--- src/fwc_cfg.svh ---
// constants for the flash write/lock command controller
// assumes a 25 MHz system clock and an x16 asynchronous flash bus
`ifndef FWC_CFG_SVH
`define FWC_CFG_SVH
`define FWC_CMD_PROGRAM 16'h0040
`define FWC_CMD_LOCK_SETUP 16'h0060
`define FWC_CMD_BLOCK_LOCK 16'h0001
`define FWC_CMD_PERM_LOCK 16'h00f1
`define FWC_CMD_CLEAR_LOCKS 16'h00d0
`define FWC_CMD_READ_ARRAY 16'h00ff
`define FWC_CMD_CLEAR_STATUS 16'h0050
`define FWC_BIT_READY 7
`define FWC_BIT_WRITE_ERR 4
`define FWC_BIT_SUPPLY_ERR 3
`define FWC_BIT_PROTECT 1
// each bus strobe phase lasts this many ns
`define FWC_PHASE_NS 120
`define FWC_CLK_NS 40
`define FWC_PHASE_CYC (((`FWC_PHASE_NS) + (`FWC_CLK_NS) - 1) / (`FWC_CLK_NS))
`define FWC_CNT_W 4
`define FWC_ADDR_W 19
`define FWC_DATA_W 16
`endif

--- src/fwc_pkg.sv ---
// types shared by the flash command controller files
// assumes fwc_cfg.svh is on the include path
`include "fwc_cfg.svh"
package fwc_pkg;
    typedef enum logic [2:0] {
        FWC_OP_PROGRAM,
        FWC_OP_BLOCK_LOCK,
        FWC_OP_PERM_LOCK,
        FWC_OP_CLEAR_LOCKS,
        FWC_OP_READ_ARRAY,
        FWC_OP_CLEAR_STATUS
    } fwc_op_e;
    typedef struct packed {
        fwc_op_e op;
        logic [`FWC_ADDR_W-1:0] addr;
        logic [`FWC_DATA_W-1:0] data;
        logic full_check;
    } fwc_req_s;
    typedef struct packed {
        logic supply_error;
        logic protect_error;
        logic write_error;
    } fwc_err_s;
    typedef struct packed {
        logic ce_n;
        logic we_n;
        logic oe_n;
        logic [`FWC_ADDR_W-1:0] addr;
        logic [`FWC_DATA_W-1:0] dq_out;
        logic dq_oe;
    } fwc_bus_s;
endpackage

--- src/fwc_bus_cycle.sv ---
// one asynchronous flash bus cycle, write or read, with fixed strobe timing
// assumes the flash data pins are sampled synchronously to the clock
`timescale 1ns/1ps
`include "fwc_cfg.svh"
module fwc_bus_cycle (
    input wire logic ref_clk_in,
    input wire logic rst_n_in,
    input wire logic start_in,
    input wire logic write_in,
    input wire logic [`FWC_ADDR_W-1:0] addr_in,
    input wire logic [`FWC_DATA_W-1:0] wdata_in,
    input wire logic [`FWC_DATA_W-1:0] dq_in,
    output fwc_pkg::fwc_bus_s bus_out,
    output logic [`FWC_DATA_W-1:0] rdata_out,
    output logic done_out
);
    import fwc_pkg::*;
    typedef enum logic [1:0] {CYC_IDLE, CYC_STROBE, CYC_HOLD} fwc_cyc_e;
    typedef struct packed {
        fwc_cyc_e st;
        logic [`FWC_CNT_W-1:0] cnt;
        logic wr;
        fwc_bus_s bus;
        logic [`FWC_DATA_W-1:0] rdata;
        logic done;
    } fwc_cyc_state_s;
    fwc_cyc_state_s s;
    fwc_cyc_state_s next_s;
    localparam fwc_bus_s BUS_IDLE = '{ce_n: 1'b1, we_n: 1'b1, oe_n: 1'b1, addr: '0, dq_out: '0, dq_oe: 1'b0};
    localparam logic [`FWC_CNT_W-1:0] PHASE = `FWC_CNT_W'(`FWC_PHASE_CYC);

    always_comb begin
        next_s = s;
        next_s.done = 1'b0;
        unique case (s.st)
            CYC_IDLE: begin
                if (start_in) begin
                    next_s.st = CYC_STROBE;
                    next_s.cnt = PHASE;
                    next_s.wr = write_in;
                    next_s.bus.ce_n = 1'b0;
                    next_s.bus.we_n = ~write_in;
                    next_s.bus.oe_n = write_in;
                    next_s.bus.addr = addr_in;
                    next_s.bus.dq_out = wdata_in;
                    next_s.bus.dq_oe = write_in;
                end
            end
            CYC_STROBE: begin
                if (s.cnt == `FWC_CNT_W'(1)) begin
                    // data is latched by the flash on the rising write strobe; keep dq driven one more phase
                    next_s.st = CYC_HOLD;
                    next_s.cnt = PHASE;
                    next_s.bus.we_n = 1'b1;
                    next_s.bus.oe_n = 1'b1;
                    next_s.bus.ce_n = 1'b1;
                    if (!s.wr) begin
                        next_s.rdata = dq_in;
                    end
                end else begin
                    next_s.cnt = s.cnt - `FWC_CNT_W'(1);
                end
            end
            CYC_HOLD: begin
                if (s.cnt == `FWC_CNT_W'(1)) begin
                    next_s.st = CYC_IDLE;
                    next_s.bus.dq_oe = 1'b0;
                    next_s.done = 1'b1;
                end else begin
                    next_s.cnt = s.cnt - `FWC_CNT_W'(1);
                end
            end
        endcase
    end

    always_ff @(posedge ref_clk_in or negedge rst_n_in) begin
        if (!rst_n_in) begin
            s <= '{st: CYC_IDLE, cnt: '0, wr: 1'b0, bus: BUS_IDLE, rdata: '0, done: 1'b0};
        end else begin
            s <= next_s;
        end
    end

    assign bus_out = s.bus;
    assign rdata_out = s.rdata;
    assign done_out = s.done;
endmodule

--- src/fwc_controller.sv ---
// host-side controller that sequences program and lock-bit commands into a parallel flash
// assumes the flash pins are synchronous to ref_clk_in; user requests are held until accepted
`timescale 1ns/1ps
`include "fwc_cfg.svh"
module fwc_controller (
    input wire logic ref_clk_in,
    input wire logic rst_n_in,
    input wire logic req_valid_in,
    input fwc_pkg::fwc_req_s req_in,
    input wire logic [`FWC_DATA_W-1:0] dq_in,
    output logic req_ready_out,
    output logic done_out,
    output fwc_pkg::fwc_err_s err_out,
    output logic err_any_out,
    output logic [`FWC_ADDR_W-1:0] addr_out,
    output logic [`FWC_DATA_W-1:0] dq_out,
    output logic dq_oe_out,
    output logic ce_n_out,
    output logic we_n_out,
    output logic oe_n_out,
    output logic reset_powerdown_pin_out
);
    import fwc_pkg::*;
    typedef enum logic [2:0] {
        ST_IDLE, ST_FIRST, ST_SECOND, ST_POLL, ST_CLEAR, ST_FINISH
    } fwc_state_e;
    typedef struct packed {
        fwc_state_e st;
        fwc_req_s req;
        logic busy;
        logic done;
        fwc_err_s err;
        logic err_any;
        logic rp_n;
        logic ready;
    } fwc_ctl_state_s;
    fwc_ctl_state_s s;
    fwc_ctl_state_s next_s;
    logic cyc_start;
    logic cyc_write;
    logic [`FWC_ADDR_W-1:0] cyc_addr;
    logic [`FWC_DATA_W-1:0] cyc_data;
    fwc_bus_s cyc_bus;
    logic [`FWC_DATA_W-1:0] cyc_rdata;
    logic cyc_done;
    logic [`FWC_DATA_W-1:0] first_code;
    logic [`FWC_DATA_W-1:0] second_code;
    logic two_cycle;
    logic cyc_pending;
    logic cyc_issued;

    fwc_bus_cycle u_cycle (
        .ref_clk_in(ref_clk_in),
        .rst_n_in(rst_n_in),
        .start_in(cyc_start),
        .write_in(cyc_write),
        .addr_in(cyc_addr),
        .wdata_in(cyc_data),
        .dq_in(dq_in),
        .bus_out(cyc_bus),
        .rdata_out(cyc_rdata),
        .done_out(cyc_done)
    );

    // codes of each command sequence
    always_comb begin
        first_code = `FWC_CMD_READ_ARRAY;
        second_code = `FWC_CMD_READ_ARRAY;
        two_cycle = 1'b0;
        unique case (s.req.op)
            FWC_OP_PROGRAM: begin
                first_code = `FWC_CMD_PROGRAM;
                second_code = s.req.data;
                two_cycle = 1'b1;
            end
            FWC_OP_BLOCK_LOCK: begin
                first_code = `FWC_CMD_LOCK_SETUP;
                second_code = `FWC_CMD_BLOCK_LOCK;
                two_cycle = 1'b1;
            end
            FWC_OP_PERM_LOCK: begin
                first_code = `FWC_CMD_LOCK_SETUP;
                second_code = `FWC_CMD_PERM_LOCK;
                two_cycle = 1'b1;
            end
            FWC_OP_CLEAR_LOCKS: begin
                first_code = `FWC_CMD_LOCK_SETUP;
                second_code = `FWC_CMD_CLEAR_LOCKS;
                two_cycle = 1'b1;
            end
            FWC_OP_CLEAR_STATUS: begin
                first_code = `FWC_CMD_CLEAR_STATUS;
            end
            default: begin
                first_code = `FWC_CMD_READ_ARRAY;
            end
        endcase
    end

    // the bus cycle engine is already idle in the cycle done is high; busy tracks an outstanding cycle
    assign cyc_pending = s.busy && !cyc_done;
    assign cyc_issued = !s.busy && (s.st == ST_FIRST || s.st == ST_SECOND || s.st == ST_POLL
                                    || s.st == ST_CLEAR || s.st == ST_FINISH);

    always_comb begin
        cyc_start = cyc_issued && !cyc_pending;
        cyc_write = (s.st != ST_POLL);
        cyc_addr = s.req.addr;
        cyc_data = first_code;
        unique case (s.st)
            ST_SECOND: cyc_data = second_code;
            ST_CLEAR: cyc_data = `FWC_CMD_CLEAR_STATUS;
            ST_FINISH: cyc_data = `FWC_CMD_READ_ARRAY;
            default: cyc_data = first_code;
        endcase
    end

    always_comb begin
        next_s = s;
        next_s.done = 1'b0;
        next_s.rp_n = 1'b1;
        if (cyc_start) begin
            next_s.busy = 1'b1;
        end else if (cyc_done) begin
            next_s.busy = 1'b0;
        end
        unique case (s.st)
            ST_IDLE: begin
                // next command accepted once previous finished
                if (req_valid_in) begin
                    next_s.req = req_in;
                    next_s.st = ST_FIRST;
                    next_s.err_any = 1'b0;
                    next_s.err = '0;
                end
            end
            ST_FIRST: begin
                if (s.busy && cyc_done) begin
                    if (two_cycle) begin
                        next_s.st = ST_SECOND;
                    end else begin
                        next_s.st = ST_IDLE;
                        next_s.done = 1'b1;
                    end
                end
            end
            ST_SECOND: begin
                if (s.busy && cyc_done) begin
                    next_s.st = ST_POLL;
                end
            end
            ST_POLL: begin
                if (s.busy && cyc_done && cyc_rdata[`FWC_BIT_READY]) begin
                    if (s.req.full_check) begin
                        // bits sampled only from a ready status
                        // sticky bits may hold errors of earlier ops in a batch
                        next_s.err.supply_error = cyc_rdata[`FWC_BIT_SUPPLY_ERR];
                        next_s.err.protect_error = cyc_rdata[`FWC_BIT_PROTECT];
                        next_s.err.write_error = cyc_rdata[`FWC_BIT_WRITE_ERR];
                        next_s.err_any = cyc_rdata[`FWC_BIT_SUPPLY_ERR] | cyc_rdata[`FWC_BIT_PROTECT]
                                         | cyc_rdata[`FWC_BIT_WRITE_ERR];
                        if (cyc_rdata[`FWC_BIT_SUPPLY_ERR] | cyc_rdata[`FWC_BIT_PROTECT]
                            | cyc_rdata[`FWC_BIT_WRITE_ERR]) begin
                            next_s.st = ST_CLEAR;
                        end else begin
                            next_s.st = ST_FINISH;
                        end
                    end else begin
                        // batch mode leaves the check to a later op
                        next_s.st = ST_FINISH;
                    end
                end
            end
            ST_CLEAR: begin
                if (s.busy && cyc_done) begin
                    next_s.st = ST_FINISH;
                end
            end
            ST_FINISH: begin
                if (s.busy && cyc_done) begin
                    next_s.st = ST_IDLE;
                    next_s.done = 1'b1;
                end
            end
        endcase
        // ready is its own flop so the port needs no decode after the register
        next_s.ready = (next_s.st == ST_IDLE);
    end

    always_ff @(posedge ref_clk_in or negedge rst_n_in) begin
        if (!rst_n_in) begin
            s <= '{st: ST_IDLE, req: '0, busy: 1'b0, done: 1'b0, err: '0, err_any: 1'b0, rp_n: 1'b0,
                   ready: 1'b0};
        end else begin
            s <= next_s;
        end
    end

    // every port is a flop: state fields here, bus pins from the cycle engine
    assign req_ready_out = s.ready;
    assign done_out = s.done;
    assign err_out = s.err;
    assign err_any_out = s.err_any;
    assign addr_out = cyc_bus.addr;
    assign dq_out = cyc_bus.dq_out;
    assign dq_oe_out = cyc_bus.dq_oe;
    assign ce_n_out = cyc_bus.ce_n;
    assign we_n_out = cyc_bus.we_n;
    assign oe_n_out = cyc_bus.oe_n;
    assign reset_powerdown_pin_out = s.rp_n;
endmodule

--- config.mk ---
export PLATFORM = sky130hd
export DESIGN_NAME = fwc_controller
export DESIGN_NICKNAME = d
export VERILOG_FILES = /design/src/fwc_pkg.sv /design/src/fwc_bus_cycle.sv /design/src/fwc_controller.sv
export VERILOG_INCLUDE_DIRS = /design/src
export SDC_FILE = /design/constraint.sdc
export NUM_CORES = 1
export LEC_CHECK = 0
export BUFFER_PORTS_ARGS = -buffer_cell sky130_fd_sc_hd__buf_2
export CORE_ASPECT_RATIO = 2
export CORE_MARGIN = 5
export CORE_UTILIZATION = 56
export CTS_CLUSTER_SIZE = 10
export DETAILED_ROUTE_END_ITERATION = 10
export PLACE_DENSITY_LB_ADDON = 0.3
export SYNTH_ARGS = -nofsm -noshare
export SYNTH_HDL_FRONTEND = slang
export SYNTH_HIERARCHICAL = 1
export SYNTH_SLANG_ARGS = --single-unit
--- constraint.sdc ---
create_clock -name ref_clk_in -period 2.4 [get_ports ref_clk_in]
set_input_delay 0.12 -clock ref_clk_in [delete_from_list [all_inputs] [get_ports ref_clk_in]]
set_output_delay 0.12 -clock ref_clk_in [all_outputs]
set_load 0.05 [all_outputs]
==> load_flow_metrics.sql <==
INSERT INTO impl_metrics (metric_group, metric, value, unit) VALUES
('pwr', 'peakVddDrop', '0.6443', 'mV'),
('global_route', 'grt_start_max_net_pins', '40', ''),
('logic_synthesis', 'avgSynthCellArea', '13.03', 'sq um'),
('route', 'postRouteAntennaNets', '0', ''),
('flow_run', 'drv.max_cap_violation_count', '0', ''),
('route', 'wl', '9473', 'um'),
('global_route', 'first_global_vias', '3295', ''),
('logic_synthesis', 'synth_cells', '388', ''),
('timing', 'report.final.hold_viol_count', '0', ''),
('die', 'top_level_ports', '104', ''),
('clock_network', 'cts_tree', 'built', ''),
('route', 'vias', '3022', ''),
('worst_setup_path', 'worstPathCellList', 'nor3_4 -> a211oi_1 -> buf_4 -> nand2b_1 -> o21ai_0 -> mux2_2', ''),
('finish', 'layout.cells.most_common_list', '98 x sky130_fd_sc_hd__dfrtp_1, 90 x sky130_fd_sc_hd__buf_2, 41 x sky130_fd_sc_hd__mux2_2', ''),
('timing', 'max_freq', '530.4', 'MHz'),
('worst_hold_path', 'hold_path_class', 'in2reg', ''),
('clock_network', 'cts.path.max_buffers', '2', ''),
('timing', 'timing.final.ws_setup', '0.5148', 'ns'),
('timing', 'final_report_max_slew_violation_count', '0', ''),
('finish', 'finish.net_count', '510', ''),
('timing', 'final_period_minus_worst_setup_slack', '1.885', 'ns'),
('worst_setup_path', 'critPathArrivalTime', '2.11', 'ns'),
('clock_network', 'clock_insertion_delay_worst_skew', '0.34', 'ns'),
('route', 'wl_per_cell', '17.10', 'um'),
('timing', 'grt_setup_unrepaired', 'no', ''),
('logic_synthesis', 'synth.net_count', '451', ''),
('logic_synthesis', 'mappedNetlistArea', '5057', 'sq um'),
('worst_setup_path', 'crit_path_start_kind', 'register', ''),
('timing', 'worst-slew-pin-transition', '0.5043', 'ns'),
('timing', 'sum_of_negative_setup_slack', '0', 'ns'),
('worst_setup_path', 'cp_slowest_cell', 'sky130_fd_sc_hd__dfrtp_1', ''),
('placement', 'buffer_ports.inserted', '91', ''),
('worst_setup_path', 'timing.critical_path.required', '2.62', 'ns'),
('placement', 'detailedPlacementHpwl', '6706', 'um'),
('clock_network', 'cts_sinks', '101', ''),
('die', 'start_util', '0.5689', ''),
('pwr', 'p_leak', '2.733', 'nW'),
('die', 'die_extent_in_x', '77.20', 'um'),
('die', 'fp-row-count', '49', ''),
('worst_setup_path', 'critPathMaxFanout', '13', ''),
('finish', 'synthToLayoutAreaGrowth', '12.07', '%'),
('die', 'core', '8890', 'sq um'),
('finish', 'insertedDiodeCount', '0', ''),
('global_route', 'track_usage', '0.1778', ''),
('finish', 'final_common_cell', 'sky130_fd_sc_hd__dfrtp_1', ''),
('route', 'drtIter0Drc', '83', ''),
('timing', 'setup_viol', '0', ''),
('worst_setup_path', 'worstSetupPathType', 'reg2reg', ''),
('route', 'via_per_inst', '5.455', ''),
('timing', 'timing.final.crit_share', '0.7855', ''),
('run_status', 'outcome', 'complete, no violations', ''),
('clock_network', 'root_buffer', 'sky130_fd_sc_hd__clkbuf_16', ''),
('global_route', 'grt_first_pass_wirelength', '16010', 'um'),
('placement', 'gp_routability_congestion', '0.8452', ''),
('finish', 'drive_above_1_share', '0.4535', ''),
('global_route', 'grt_overflow_total', '0', ''),
('pwr', 'total_power', '0.007595', 'W'),
('die', 'chipHeight', '144.4', 'um'),
('timing', 'relSlewSlack', '0.6638', ''),
('clock_network', 'clock_pin_slew_on_the_worst_setup_and_hold_paths', '0.07', 'ns'),
('clock_network', 'cts_setup_buffers', '0', ''),
('clock_network', 'cts_htree_levels', '3', ''),
('logic_synthesis', 'count_of_warnings_emitted_by_yosys', '6', ''),
('route', 'post-route-drc-count', '0', ''),
('global_route', 'grt_antenna_before_repair', '0', ''),
('route', 'firstDrtPassIters', '4', ''),
('worst_setup_path', 'worstSetupEndpointType', 'register', ''),
('die', 'die_area', '11150', 'sq um'),
('clock_network', 'cts-buffers-inserted', '9', ''),
('worst_setup_path', 'worst_path_largest_cell_delay', '0.59', 'ns'),
('timing', 'finClkSkew', '0.009749', 'ns'),
('clock_network', 'cells_resized_by_post_cts_repair', '0', ''),
('placement', 'detailedPlace.worstSlack', '0.5119', 'ns'),
('pwr', 'pwr_density_cell', '1340', 'nW/um^2'),
('clock_network', 'ctsHoldBuffers', '17', '');
[critical path, delay by kind of cell (launching register included)]
kind,cells,cell delay (ns)
AOI/OAI and AO/OA,2,0.38
buffers and inverters,1,0.24
DFF,1,0.59
muxes,1,0.30
and+or+nand+nor,2,0.26
[final cells by class]
class | instances | area, sq um
inverters | 11 | 41.29
flip-flops and latches | 101 | 2531
well taps | 102 | 127.6
clock buffers | 11 | 242.7
clock inverters | 5 | 60.06
repair buffers | 114 | 710.7
multi-input cells | 210 | 1954
fillers | 706 | 3222
[routing by layer]
layer	GRT usage	share of wire	vias up
met5	0	0	-
met4	0.06884	0.020	0
met3	0.03803	0.043	14
met2	0.3138	0.54	71
met1	0.2096	0.39	1502
li1	-	-	1435
[worst paths after layout]
| kind | from | endpoint | slack, ns | depth (start not counted) |
|---|---|---|---|---|
| min in group asynchronous | rst_n_in | u_cycle/bus_out[12] | 0.28 | 2 |
| worst min-delay path | req_in[23] | cyc_addr[6] | 0.01 | 2 |
| worst min register to register | err_out[0] | err_out[0] | 0.49 | 1 |
| worst max-delay path | s[49] | u_cycle/s[61] | 0.51 | 6 |
| max in group asynchronous | rst_n_in | cyc_addr[3] | 1.42 | 3 |
| worst max register to register | s[49] | u_cycle/s[61] | 0.51 | 6 |
[metrics by stage]
stage,instances,hold slack (ns),utilization,instance area [sq um]
CTS,554,0.0001840,0.6376,5668
global route,554,0.004933,0.6376,5668
detailed placement,521,0.1222,0.5844,5195
floorplan,388,-0.1756,-,5057
global placement,521,0.1075,0.5844,5195
finish,554,0.01271,0.6376,5668
[report_power, final]
group | switching (W) | internal (W)
Clock | 0.000617 | 0.000839
Combinational | 0.00186 | 0.00138
Sequential | 0.000511 | 0.00239
Total | 0.00299 | 0.00461
[flip-flops by register name, summed over array words and instances (netlist names), 3 cells and up]
| register | cells |
|---|---|
| u_cycle/bus_out | 39 |
| s | 24 |
| cyc_addr | 19 |
| u_cycle/s | 7 |
| u_cycle/rdata_out | 4 |
| err_out | 3 |
Note: power is estimated with default switching activity, not from simulation.
